$ cat src/rtl/nid_pkg.sv
/*
  Shared constants and types for the instruction decoder and its host end.
  Assumes a single 50 MHz clock shared by both ends.
*/
package nid_pkg;
  // Instruction bytes
  localparam logic [7:0]  CMD_UNLOCK1 = 8'haa;
  localparam logic [7:0]  CMD_UNLOCK2 = 8'h55;
  localparam logic [7:0]  CMD_AUTOSEL = 8'h90;
  localparam logic [7:0]  CMD_PROG    = 8'ha0;
  localparam logic [7:0]  CMD_ERASE   = 8'h80;
  localparam logic [7:0]  CMD_SECT    = 8'h30;
  localparam logic [7:0]  CMD_BANK    = 8'h10;
  localparam logic [7:0]  CMD_SUSP    = 8'hb0;
  localparam logic [7:0]  CMD_SDP_OFF = 8'h20;
  localparam logic [7:0]  CMD_RESET   = 8'hf0;
  // Command addresses, low twelve bits only
  localparam logic [11:0] ADDR_UNL1   = 12'h555;
  localparam logic [11:0] ADDR_UNL2   = 12'haaa;
  // Identifier read select on {A6,A1,A0}
  localparam logic [2:0]  IDSEL_ID    = 3'h1;
  localparam logic [2:0]  IDSEL_PROT  = 3'h2;
  // Timing
  localparam int          CLK_MHZ     = 50;
  localparam int          WIN_NS      = 80000;
  localparam int          WIN_CYC     = (WIN_NS * CLK_MHZ) / 1000;
  localparam logic [11:0] TO_CYC      = 12'(WIN_CYC);
  localparam int          PU_MS       = 5;
  localparam int          PU_CYC      = PU_MS * CLK_MHZ * 1000;
  localparam int          PU_W        = 18;
  // Host register map (byte addresses)
  localparam logic [7:0]  REG_ADDR    = 8'h00;
  localparam logic [7:0]  REG_SEL     = 8'h04;
  localparam logic [7:0]  REG_DATA    = 8'h08;
  localparam logic [7:0]  REG_CTRL    = 8'h0c;
  localparam logic [7:0]  REG_STAT    = 8'h10;
  localparam int          CTRL_WR     = 0;
  localparam int          CTRL_RD     = 1;
  localparam int          CTRL_UNL    = 2;
  localparam int          STAT_BUSY   = 0;
  localparam int          STAT_BADSEL = 1;
  localparam int          STAT_RD_LSB = 8;

  typedef enum logic [3:0] {
    ST_IDLE, ST_UNL1, ST_UNL2, ST_ERS0, ST_ERS1, ST_ERS2,
    ST_PROG, ST_SECQ, ST_EEWR, ST_OTPW
  } nid_state_t;

  typedef enum logic [2:0] {
    HS_IDLE, HS_U2, HS_OP, HS_RW1, HS_RW2, HS_RW3
  } nid_hstate_t;
endpackage

$ cat src/rtl/nid_bus_if.sv
/*
  Parallel address/data bus between host end and decoder end.
  Assumes both ends run on the same clock; strobes are one-cycle pulses.
*/
`timescale 1ns/1ps
`default_nettype none
interface nid_bus_if;
  logic [15:0] addr;
  logic [7:0]  wdata;
  logic [7:0]  rdata;
  logic        wr_stb;
  logic        rd_stb;
  logic [7:0]  fsel;
  logic [3:0]  esel;

  modport dev  (input addr, wdata, wr_stb, rd_stb, fsel, esel, output rdata);
  modport host (output addr, wdata, wr_stb, rd_stb, fsel, esel, input rdata);
endinterface
`default_nettype wire

$ cat src/rtl/nid_device.sv
/*
  Instruction decoder for a dual-bank non-volatile memory.
  Assumes the bus is driven by logic on clk_i; array and algorithms are outside.
*/
`timescale 1ns/1ps
`default_nettype none
module nid_device #(
  parameter logic [7:0] FLASH_ID  = 8'h5a, // Arbitrary identifier value
  parameter int         PU_CYCLES = nid_pkg::PU_CYC
) (
  input  wire logic        clk_i,
  input  wire logic        rst_n_i,
  nid_bus_if.dev           bus,
  input  wire logic [7:0]  mem_rdata_i,
  input  wire logic [7:0]  prot_i,
  input  wire logic        algorithm_error_flag_i,
  output logic             prog_o,
  output logic             erase_sect_o,
  output logic [7:0]       erase_mask_o,
  output logic             erase_bank_o,
  output logic             suspend_o,
  output logic             resume_o,
  output logic             ee_wr_o,
  output logic             otp_wr_o,
  output logic [15:0]      op_addr_o,
  output logic [7:0]       op_data_o,
  output logic [15:0]      rd_addr_o,
  output logic             otp_rd_o,
  output logic             id_mode_o,
  output logic             ee_pd_o,
  output logic             software_write_protect_o,
  output logic             ee_ready_o,
  output logic             flash_error_o
);
  localparam int PU_W_L = nid_pkg::PU_W;
  localparam logic [PU_W_L-1:0] PU_END = PU_W_L'(PU_CYCLES);

  nid_pkg::nid_state_t state_reg, state_next;
  logic [11:0]   tmr_reg;
  logic [PU_W_L-1:0] pu_cnt_reg;
  logic          pu_done_reg;
  logic          ee_seq_reg, ee_seq_next;
  logic          id_reg, otp_reg, pd_reg, sdp_reg;
  logic [7:0]    mask_reg;
  logic          rd_pend_reg, rd_ee_reg, rd_fl_reg;
  logic [2:0]    rd_sel_reg;
  logic [7:0]    rdata_reg;
  logic          ev_prog, ev_bank, ev_susp, ev_res, ev_eewr, ev_otpw;
  logic          ev_sdp_on, ev_sdp_off, ev_pd, ev_ret, ev_id, ev_otp;
  logic          ev_frst, ev_sadd, ev_sgo, bad;

  wire fl_acc = (|bus.fsel) & ~(|bus.esel);
  wire ee_acc = (|bus.esel) & ~(|bus.fsel);
  wire wr     = bus.wr_stb & (fl_acc | ee_acc);
  wire [11:0] a_lo = bus.addr[11:0];
  wire [7:0]  d    = bus.wdata;
  wire at1 = (a_lo == nid_pkg::ADDR_UNL1);
  wire at2 = (a_lo == nid_pkg::ADDR_UNL2);
  wire same_bank = (ee_acc == ee_seq_reg);
  wire tmo = (state_reg != nid_pkg::ST_IDLE) && (tmr_reg == 12'h000);

  always_comb
  begin
    state_next = state_reg;
    ee_seq_next = ee_seq_reg;
    {ev_prog, ev_bank, ev_susp, ev_res, ev_eewr, ev_otpw} = 6'h00;
    {ev_sdp_on, ev_sdp_off, ev_pd, ev_ret, ev_id, ev_otp} = 6'h00;
    {ev_frst, ev_sadd, ev_sgo, bad} = 4'h0;
    if (tmo)
    begin
      state_next = nid_pkg::ST_IDLE;
      ev_sgo = (state_reg == nid_pkg::ST_SECQ);
    end
    else if (wr)
    begin
      unique case (state_reg)
        nid_pkg::ST_IDLE:
        begin
          ee_seq_next = ee_acc;
          if (d == nid_pkg::CMD_UNLOCK1 && at1)
            state_next = nid_pkg::ST_UNL1;
          else if (fl_acc && d == nid_pkg::CMD_RESET)
            ev_frst = 1'b1;
          else if (fl_acc && d == nid_pkg::CMD_SUSP)
            ev_susp = 1'b1;
          else if (fl_acc && d == nid_pkg::CMD_SECT)
            ev_res = 1'b1;
          // return from OTP read or power-down
          else if (ee_acc && d == nid_pkg::CMD_RESET)
            ev_ret = 1'b1;
          else
            bad = 1'b1;
        end
        nid_pkg::ST_UNL1:
        begin
          if (same_bank && d == nid_pkg::CMD_UNLOCK2 && at2)
            state_next = nid_pkg::ST_UNL2;
          else
            bad = 1'b1;
        end
        nid_pkg::ST_UNL2:
        begin
          state_next = nid_pkg::ST_IDLE;
          if (same_bank && fl_acc && d == nid_pkg::CMD_RESET)
            ev_frst = 1'b1;
          else if (!same_bank || !at1)
            bad = 1'b1;
          else if (d == nid_pkg::CMD_AUTOSEL)
          begin
            ev_id = fl_acc;
            ev_otp = ee_acc;
          end
          else if (d == nid_pkg::CMD_PROG)
          begin
            ev_sdp_on = ee_acc;
            state_next = ee_acc ? nid_pkg::ST_EEWR : nid_pkg::ST_PROG;
          end
          else if (d == nid_pkg::CMD_ERASE)
            state_next = nid_pkg::ST_ERS0;
          else if (ee_acc && d == nid_pkg::CMD_SECT)
            ev_pd = 1'b1;
          else if (ee_acc && d == nid_pkg::CMD_SUSP && !sdp_reg)
            state_next = nid_pkg::ST_OTPW;
          else
            bad = 1'b1;
        end
        nid_pkg::ST_ERS0:
        begin
          if (same_bank && d == nid_pkg::CMD_UNLOCK1 && at1)
            state_next = nid_pkg::ST_ERS1;
          else
            bad = 1'b1;
        end
        nid_pkg::ST_ERS1:
        begin
          if (same_bank && d == nid_pkg::CMD_UNLOCK2 && at2)
            state_next = nid_pkg::ST_ERS2;
          else
            bad = 1'b1;
        end
        nid_pkg::ST_ERS2:
        begin
          state_next = nid_pkg::ST_IDLE;
          if (same_bank && fl_acc && d == nid_pkg::CMD_SECT)
          begin
            ev_sadd = 1'b1;
            state_next = nid_pkg::ST_SECQ;
          end
          else if (same_bank && fl_acc && at1 && d == nid_pkg::CMD_BANK)
            ev_bank = 1'b1;
          else if (same_bank && ee_acc && at1 && d == nid_pkg::CMD_SDP_OFF)
            ev_sdp_off = 1'b1;
          else
            bad = 1'b1;
        end
        nid_pkg::ST_PROG:
        begin
          state_next = nid_pkg::ST_IDLE;
          ev_prog = fl_acc;
          bad = ee_acc;
        end
        nid_pkg::ST_SECQ:
        begin
          if (fl_acc && d == nid_pkg::CMD_SECT)
            ev_sadd = 1'b1;
          else
          begin
            bad = 1'b1;
            state_next = nid_pkg::ST_IDLE;
          end
        end
        nid_pkg::ST_EEWR, nid_pkg::ST_OTPW:
        begin
          ev_eewr = ee_acc && state_reg == nid_pkg::ST_EEWR;
          ev_otpw = ee_acc && state_reg == nid_pkg::ST_OTPW;
          if (fl_acc)
          begin
            bad = 1'b1;
            state_next = nid_pkg::ST_IDLE;
          end
        end
      endcase
      if (bad)
      begin
        state_next = nid_pkg::ST_IDLE;
        ev_eewr = ee_acc && !sdp_reg;
      end
    end
  end

  always_ff @(posedge clk_i)
  begin
    if (!rst_n_i)
    begin
      state_reg <= nid_pkg::ST_IDLE;
      ee_seq_reg <= 1'b0;
      tmr_reg <= 12'h000;
    end
    else
    begin
      state_reg <= state_next;
      ee_seq_reg <= ee_seq_next;
      tmr_reg <= wr ? nid_pkg::TO_CYC : (tmo ? tmr_reg : tmr_reg - 12'h001);
    end
  end

  always_ff @(posedge clk_i)
  begin
    if (!rst_n_i)
    begin
      pu_cnt_reg <= '0;
      pu_done_reg <= 1'b0;
    end
    else if (!pu_done_reg)
    begin
      pu_cnt_reg <= pu_cnt_reg + 1'b1;
      pu_done_reg <= (pu_cnt_reg == PU_END - 1'b1);
    end
  end

  always_ff @(posedge clk_i)
  begin
    if (!rst_n_i)
    begin
      {id_reg, otp_reg, pd_reg, sdp_reg} <= 4'h0;
      mask_reg <= 8'h00;
    end
    else
    begin
      id_reg <= (id_reg & ~ev_frst) | ev_id;
      // return clears OTP read and power-down
      otp_reg <= (otp_reg & ~ev_ret) | ev_otp;
      pd_reg <= (pd_reg & ~ev_ret) | ev_pd;
      sdp_reg <= (sdp_reg & ~ev_sdp_off) | ev_sdp_on;
      mask_reg <= ev_sgo ? 8'h00 : (ev_sadd ? (mask_reg | bus.fsel) : mask_reg);
    end
  end

  wire ee_ok = pu_done_reg & ~pd_reg;

  always_ff @(posedge clk_i)
  begin
    if (!rst_n_i)
    begin
      {prog_o, erase_sect_o, erase_bank_o, suspend_o, resume_o} <= 5'h00;
      {ee_wr_o, otp_wr_o} <= 2'h0;
      erase_mask_o <= 8'h00;
      op_addr_o <= 16'h0000;
      op_data_o <= 8'h00;
    end
    else
    begin
      prog_o <= ev_prog;
      erase_sect_o <= ev_sgo;
      erase_bank_o <= ev_bank;
      suspend_o <= ev_susp;
      resume_o <= ev_res;
      ee_wr_o <= ev_eewr & ee_ok;
      otp_wr_o <= ev_otpw & ee_ok;
      if (ev_sgo)
        erase_mask_o <= mask_reg;
      if (wr)
      begin
        op_addr_o <= bus.addr;
        op_data_o <= d;
      end
    end
  end

  // Read path, two stages
  wire [2:0] idsel = {bus.addr[6], bus.addr[1], bus.addr[0]};
  wire [7:0] prot_byte = {7'h00, |(prot_i & bus.fsel)};
  logic [7:0] prot_reg;

  always_ff @(posedge clk_i)
  begin
    if (!rst_n_i)
    begin
      {rd_pend_reg, rd_ee_reg, rd_fl_reg} <= 3'h0;
      rd_sel_reg <= 3'h0;
      rd_addr_o <= 16'h0000;
      prot_reg <= 8'h00;
      rdata_reg <= 8'h00;
    end
    else
    begin
      rd_pend_reg <= bus.rd_stb;
      if (bus.rd_stb)
      begin
        rd_ee_reg <= ee_acc;
        rd_fl_reg <= fl_acc;
        rd_sel_reg <= idsel;
        rd_addr_o <= bus.addr;
        prot_reg <= prot_byte;
      end
      if (rd_pend_reg)
      begin
        if (rd_fl_reg && id_reg && rd_sel_reg == nid_pkg::IDSEL_ID)
          rdata_reg <= FLASH_ID;
        else if (rd_fl_reg && id_reg && rd_sel_reg == nid_pkg::IDSEL_PROT)
          rdata_reg <= prot_reg;
        else if (rd_ee_reg && pd_reg)
          rdata_reg <= 8'h00;
        // OTP bytes come from the array side
        else
          rdata_reg <= mem_rdata_i;
      end
    end
  end

  assign bus.rdata = rdata_reg;

  always_ff @(posedge clk_i)
  begin
    if (!rst_n_i)
    begin
      {otp_rd_o, id_mode_o, ee_pd_o, software_write_protect_o} <= 4'h0;
      ee_ready_o <= 1'b0;
      flash_error_o <= 1'b0;
    end
    else
    begin
      otp_rd_o <= otp_reg;
      id_mode_o <= id_reg;
      ee_pd_o <= pd_reg;
      software_write_protect_o <= sdp_reg;
      ee_ready_o <= ee_ok;
      flash_error_o <= algorithm_error_flag_i;
    end
  end
endmodule
`default_nettype wire

$ cat src/flat_wrapper.sv
// flat-port wrapper written by rule: the top's interface ports become plain ports
module nid_device_flat 
#(
  parameter logic [7:0] FLASH_ID  = 8'h5a,                              
  parameter int         PU_CYCLES = nid_pkg::PU_CYC
)
  (clk_i, rst_n_i, mem_rdata_i, prot_i, algorithm_error_flag_i, prog_o, erase_sect_o, erase_mask_o, erase_bank_o, suspend_o, resume_o, ee_wr_o, otp_wr_o, op_addr_o, op_data_o, rd_addr_o, otp_rd_o, id_mode_o, ee_pd_o, software_write_protect_o, ee_ready_o, flash_error_o, bus_addr, bus_wdata, bus_wr_stb, bus_rd_stb, bus_fsel, bus_esel, bus_rdata);
  nid_bus_if bus_i ();
  input  wire logic clk_i;
  input  wire logic rst_n_i;
  input  wire logic [7:0] mem_rdata_i;
  input  wire logic [7:0] prot_i;
  input  wire logic algorithm_error_flag_i;
  output logic prog_o;
  output logic erase_sect_o;
  output logic [7:0] erase_mask_o;
  output logic erase_bank_o;
  output logic suspend_o;
  output logic resume_o;
  output logic ee_wr_o;
  output logic otp_wr_o;
  output logic [15:0] op_addr_o;
  output logic [7:0] op_data_o;
  output logic [15:0] rd_addr_o;
  output logic otp_rd_o;
  output logic id_mode_o;
  output logic ee_pd_o;
  output logic software_write_protect_o;
  output logic ee_ready_o;
  output logic flash_error_o;
  input wire logic [$bits(bus_i.addr)-1:0] bus_addr;
  input wire logic [$bits(bus_i.wdata)-1:0] bus_wdata;
  input wire logic [$bits(bus_i.wr_stb)-1:0] bus_wr_stb;
  input wire logic [$bits(bus_i.rd_stb)-1:0] bus_rd_stb;
  input wire logic [$bits(bus_i.fsel)-1:0] bus_fsel;
  input wire logic [$bits(bus_i.esel)-1:0] bus_esel;
  output wire logic [$bits(bus_i.rdata)-1:0] bus_rdata;
  assign bus_i.addr = bus_addr;
  assign bus_i.wdata = bus_wdata;
  assign bus_i.wr_stb = bus_wr_stb;
  assign bus_i.rd_stb = bus_rd_stb;
  assign bus_i.fsel = bus_fsel;
  assign bus_i.esel = bus_esel;
  assign bus_rdata = bus_i.rdata;
  nid_device #(.FLASH_ID(FLASH_ID), .PU_CYCLES(PU_CYCLES)) u_core (.clk_i(clk_i), .rst_n_i(rst_n_i), .bus(bus_i), .mem_rdata_i(mem_rdata_i), .prot_i(prot_i), .algorithm_error_flag_i(algorithm_error_flag_i), .prog_o(prog_o), .erase_sect_o(erase_sect_o), .erase_mask_o(erase_mask_o), .erase_bank_o(erase_bank_o), .suspend_o(suspend_o), .resume_o(resume_o), .ee_wr_o(ee_wr_o), .otp_wr_o(otp_wr_o), .op_addr_o(op_addr_o), .op_data_o(op_data_o), .rd_addr_o(rd_addr_o), .otp_rd_o(otp_rd_o), .id_mode_o(id_mode_o), .ee_pd_o(ee_pd_o), .software_write_protect_o(software_write_protect_o), .ee_ready_o(ee_ready_o), .flash_error_o(flash_error_o));
endmodule
$ cat config.mk
export PLATFORM = sky130hd
export DESIGN_NAME = nid_device_flat
export DESIGN_NICKNAME = d
export VERILOG_FILES = /design/src/rtl/nid_pkg.sv /design/src/rtl/nid_bus_if.sv /design/src/rtl/nid_device.sv /design/src/flat_wrapper.sv
export SDC_FILE = /design/constraint.sdc
export NUM_CORES = 1
export LEC_CHECK = 0
export BUFFER_PORTS_ARGS = -buffer_cell sky130_fd_sc_hd__buf_2
export CORE_ASPECT_RATIO = 0.75
export CORE_MARGIN = 2
export CORE_UTILIZATION = 54
export DETAILED_ROUTE_END_ITERATION = 16
export GPL_TIMING_DRIVEN = 0
export PLACE_DENSITY = 0.81
export SLEW_MARGIN = 20
export SYNTH_ARGS = -nofsm -noshare
export SYNTH_HDL_FRONTEND = slang
export SYNTH_SLANG_ARGS = --single-unit
$ cat constraint.sdc
create_clock -name clk_i -period 3.42 [get_ports clk_i]
set_input_delay 0.684 -clock clk_i [delete_from_list [all_inputs] [get_ports clk_i]]
set_output_delay 0.684 -clock clk_i [all_outputs]
set_load 0.01 [all_outputs]
==> flow_summary.ini <==
[power_and_ir_drop]
swShare = 0.235
pwr-share-clk = 0.492
peakVddDrop_v = 0.000377
p_leak_nw = 2.80
seq_power_share = 0.413
combPwrFrac = 0.096
net-switching-power_mw = 0.864
p_per_area_nw_per_um2 = 545
p_int_mw = 2.82
power_mw = 3.69

[worst_setup_path]
crit_fanout = 8
cp.arrival_ns = 3.49
cp_cell_sequence = buf_2 -> nor4_2 -> nand2_1 -> inv_1 -> ha_1 -> ha_1 -> buf_6 -> nor3b_1 -> nand4_1 -> o21ai_1 -> nand4b_2 -> or2_1 -> a2111oi_1
timing.rr.start = u_core.state_reg[3]
cp-end-kind = flip-flop
cp.buffers_inverters = 3
cp-start-kind = primary input
worst_path_max_delay_cell = a2111oi_1
crit_type = primary input to flip-flop
required_ns = 3.70
slowest_delay_ns = 0.43
cpMostUsedCell = ha_1
critPathLaunch = bus_fsel[0]
cpLargestDelayFamily = simple AND/OR/NAND/NOR gates

[logic_synthesis]
ys_types = 65
yosys-top-cells-area = dfxtp_1 45%, nor2_1 5.8%, nand2_1 5.7%
synthFlopType = dfxtp_1
syn_nets = 682
syn_avg_cell_area_um2 = 8.60
ys_ff_latch = 121
yosysSeqAreaShare = 0.454
async_flop_share = 0
synth_area_um2 = 5330
syn_inst = 620
ys_warn_count = 0
yosysTopAreaCell = dfxtp_1
synth_edf_count = 0
synth_top_area_frac = 0.454

[timing]
hold_slack_ns = 0.459
worst-slew-pin-transition_ns = 0.855
clock_skew_ns = 0.00597
fin_ws_ns = 0.209
period_needed_ns = 3.21
drv_slew = 0
slew_headroom = 0.430
hold_violations = 0
rsz0062_at_grt = no
finalSetupViolCount = 0
fmax_mhz = 311
min_period_over_period = 0.939

[detailed_routing]
antenna_left = 0
dr.pass1.iters = 7
vias = 5292
drcViolationCount = 0
routedWlPerCell_um = 17.4
drt-total-wl_um = 15800
wl_met2_um = 7110
wl_met1_um = 6930
wl_met3_um = 1540
vias_per_cell = 5.83
top_layer = met4
drt-initial-drc-count = 603

[grt]
grt-ovfl-total = 0
grtUsageTotal = 0.299
grt_pass1_wl_um = 25600
grt_antenna_before_repair = 0
grt_pass1_vias = 5128
grt_max_degree = 17

[finish]
fin_util = 0.703
final_cell_mix = 125 x buf_2, 121 x dfxtp_1, 82 x nor2_1
design_area_um2 = 6760
areaGrowthSynthToFinish_pct = 26.8
insertedDiodeCount = 0
layout_commonest_cell = buf_2
largest_reg_flops = 18
final_net_count = 826
drive_gt1_frac = 0.226

[clock_network]
cts.htree.levels = 4
cts_tree = yes
clkSinkCount = 121
ctsHoldBuffers = 0
cts_root_buf = clkbuf_16
cts_buffer_depth = 2
cts.reportedPaths.clkPinSlew_ns = 0.05
clk_latency_ns = 0.41
cts_made_buffers = 17

[die]
placement_rows = 31
die_w_um = 119
fp.dieH_um = 90.1
io_pins = 126
initial_core_util = 0.554
dieArea_um2 = 10700
fp.coreArea_um2 = 9620

[placed_design]
portBuffers = 125
place_hpwl_um = 11400
gp_congestion = 0.942
postPlaceCellArea_um2 = 6120
preCtsSetupSlack_ns = -0.563

[outcome]
status = finished clean

[worst_hold_path]
hold_path.class = flip-flop to flip-flop
hp-start = u_core.op_addr_o[11]

[run]
timing.max_cap.violations = 0
[worst reg2reg max path, cell delays in order (launching register included)]
cell and delay [ns]:
dfxtp_1 0.29, clkbuf_1 0.18, or4_1 0.43, clkbuf_1 0.19, and2_1 0.19, nand3_1 0.27
buf_6 0.21, nand2_1 0.13, nor4_1 0.44
[power groups by stage]
stage               logic (mW)  clock network [mW]  registers, mW
finish                   0.353                1.81           1.52
floorplan                0.211                   0           1.55
CTS                      0.346                1.82           1.52
detailed placement       0.340                   0           1.55
global route             0.387                1.90           1.53
global placement         0.328                   0           1.54
[cells in the mapped netlist, types with 4 or more instances]
cell and instances:
nor3_1 14, xnor2_1 11, nand2_1 81, ha_1 5
nand2b_1 4, nor2b_1 11, and2_1 10, xor2_1 12
buf_1 5, and3_1 4, or3_1 5, dfxtp_1 121
buf_6 8, nor2_1 82, a21oi_1 59, o21ai_0 15
nor4_1 13, mux2i_1 21, a22o_1 8, clkbuf_1 18
inv_1 11, nand3_1 22, nand4_1 12
[repair_timing]
action / CTS / global route
resized for setup: 1 / 6
setup endpoints to repair: 4 / 12
buffers inserted: 0 / 0
[area by class of cell]
cell class	count	area, um^2
tap	132	165
sequential	121	2420
multi-input combinational	457	2730
inverter	11	41.3
fill	787	2860
timing repair buffer	125	626
clock inverter	7	116
clock buffer	24	482
buffer	31	176
[metal layers]
metal  vias up  track usage
met5         -            0
met4         0       0.0992
met3        24       0.0838
met2       286        0.473
met1      2495        0.395
li1       2487            -
[per-stage QoR]
stage | instances | setup TNS [ns]
after floorplan | 620 | 0
after global placement | 877 | -4.22
after detailed placement | 877 | -5.01
after CTS | 908 | 0
after global routing | 908 | 0
final | 908 | 0
[kinds of logic after synthesis]
logic type | synth area share
AND/OR/NAND/NOR | 0.271
flip-flops | 0.454
AO/OA/AOI/OAI | 0.143
buffers and inverters | 0.0408
XOR/XNOR | 0.0378
multiplexers | 0.0415
adder cells (fa/ha/maj) | 0.0117
[final timing paths]
path                                             end  slack [ns]  cells past startpoint
worst max-delay path             u_core.state_reg[1]        0.21                     13
worst min-delay path            u_core.op_addr_o[11]        0.46                      2
worst max register to register   u_core.erase_bank_o        0.95                      8
worst min register to register  u_core.op_addr_o[11]        0.46                      2
Note: power is estimated with default switching activity, not from simulation.
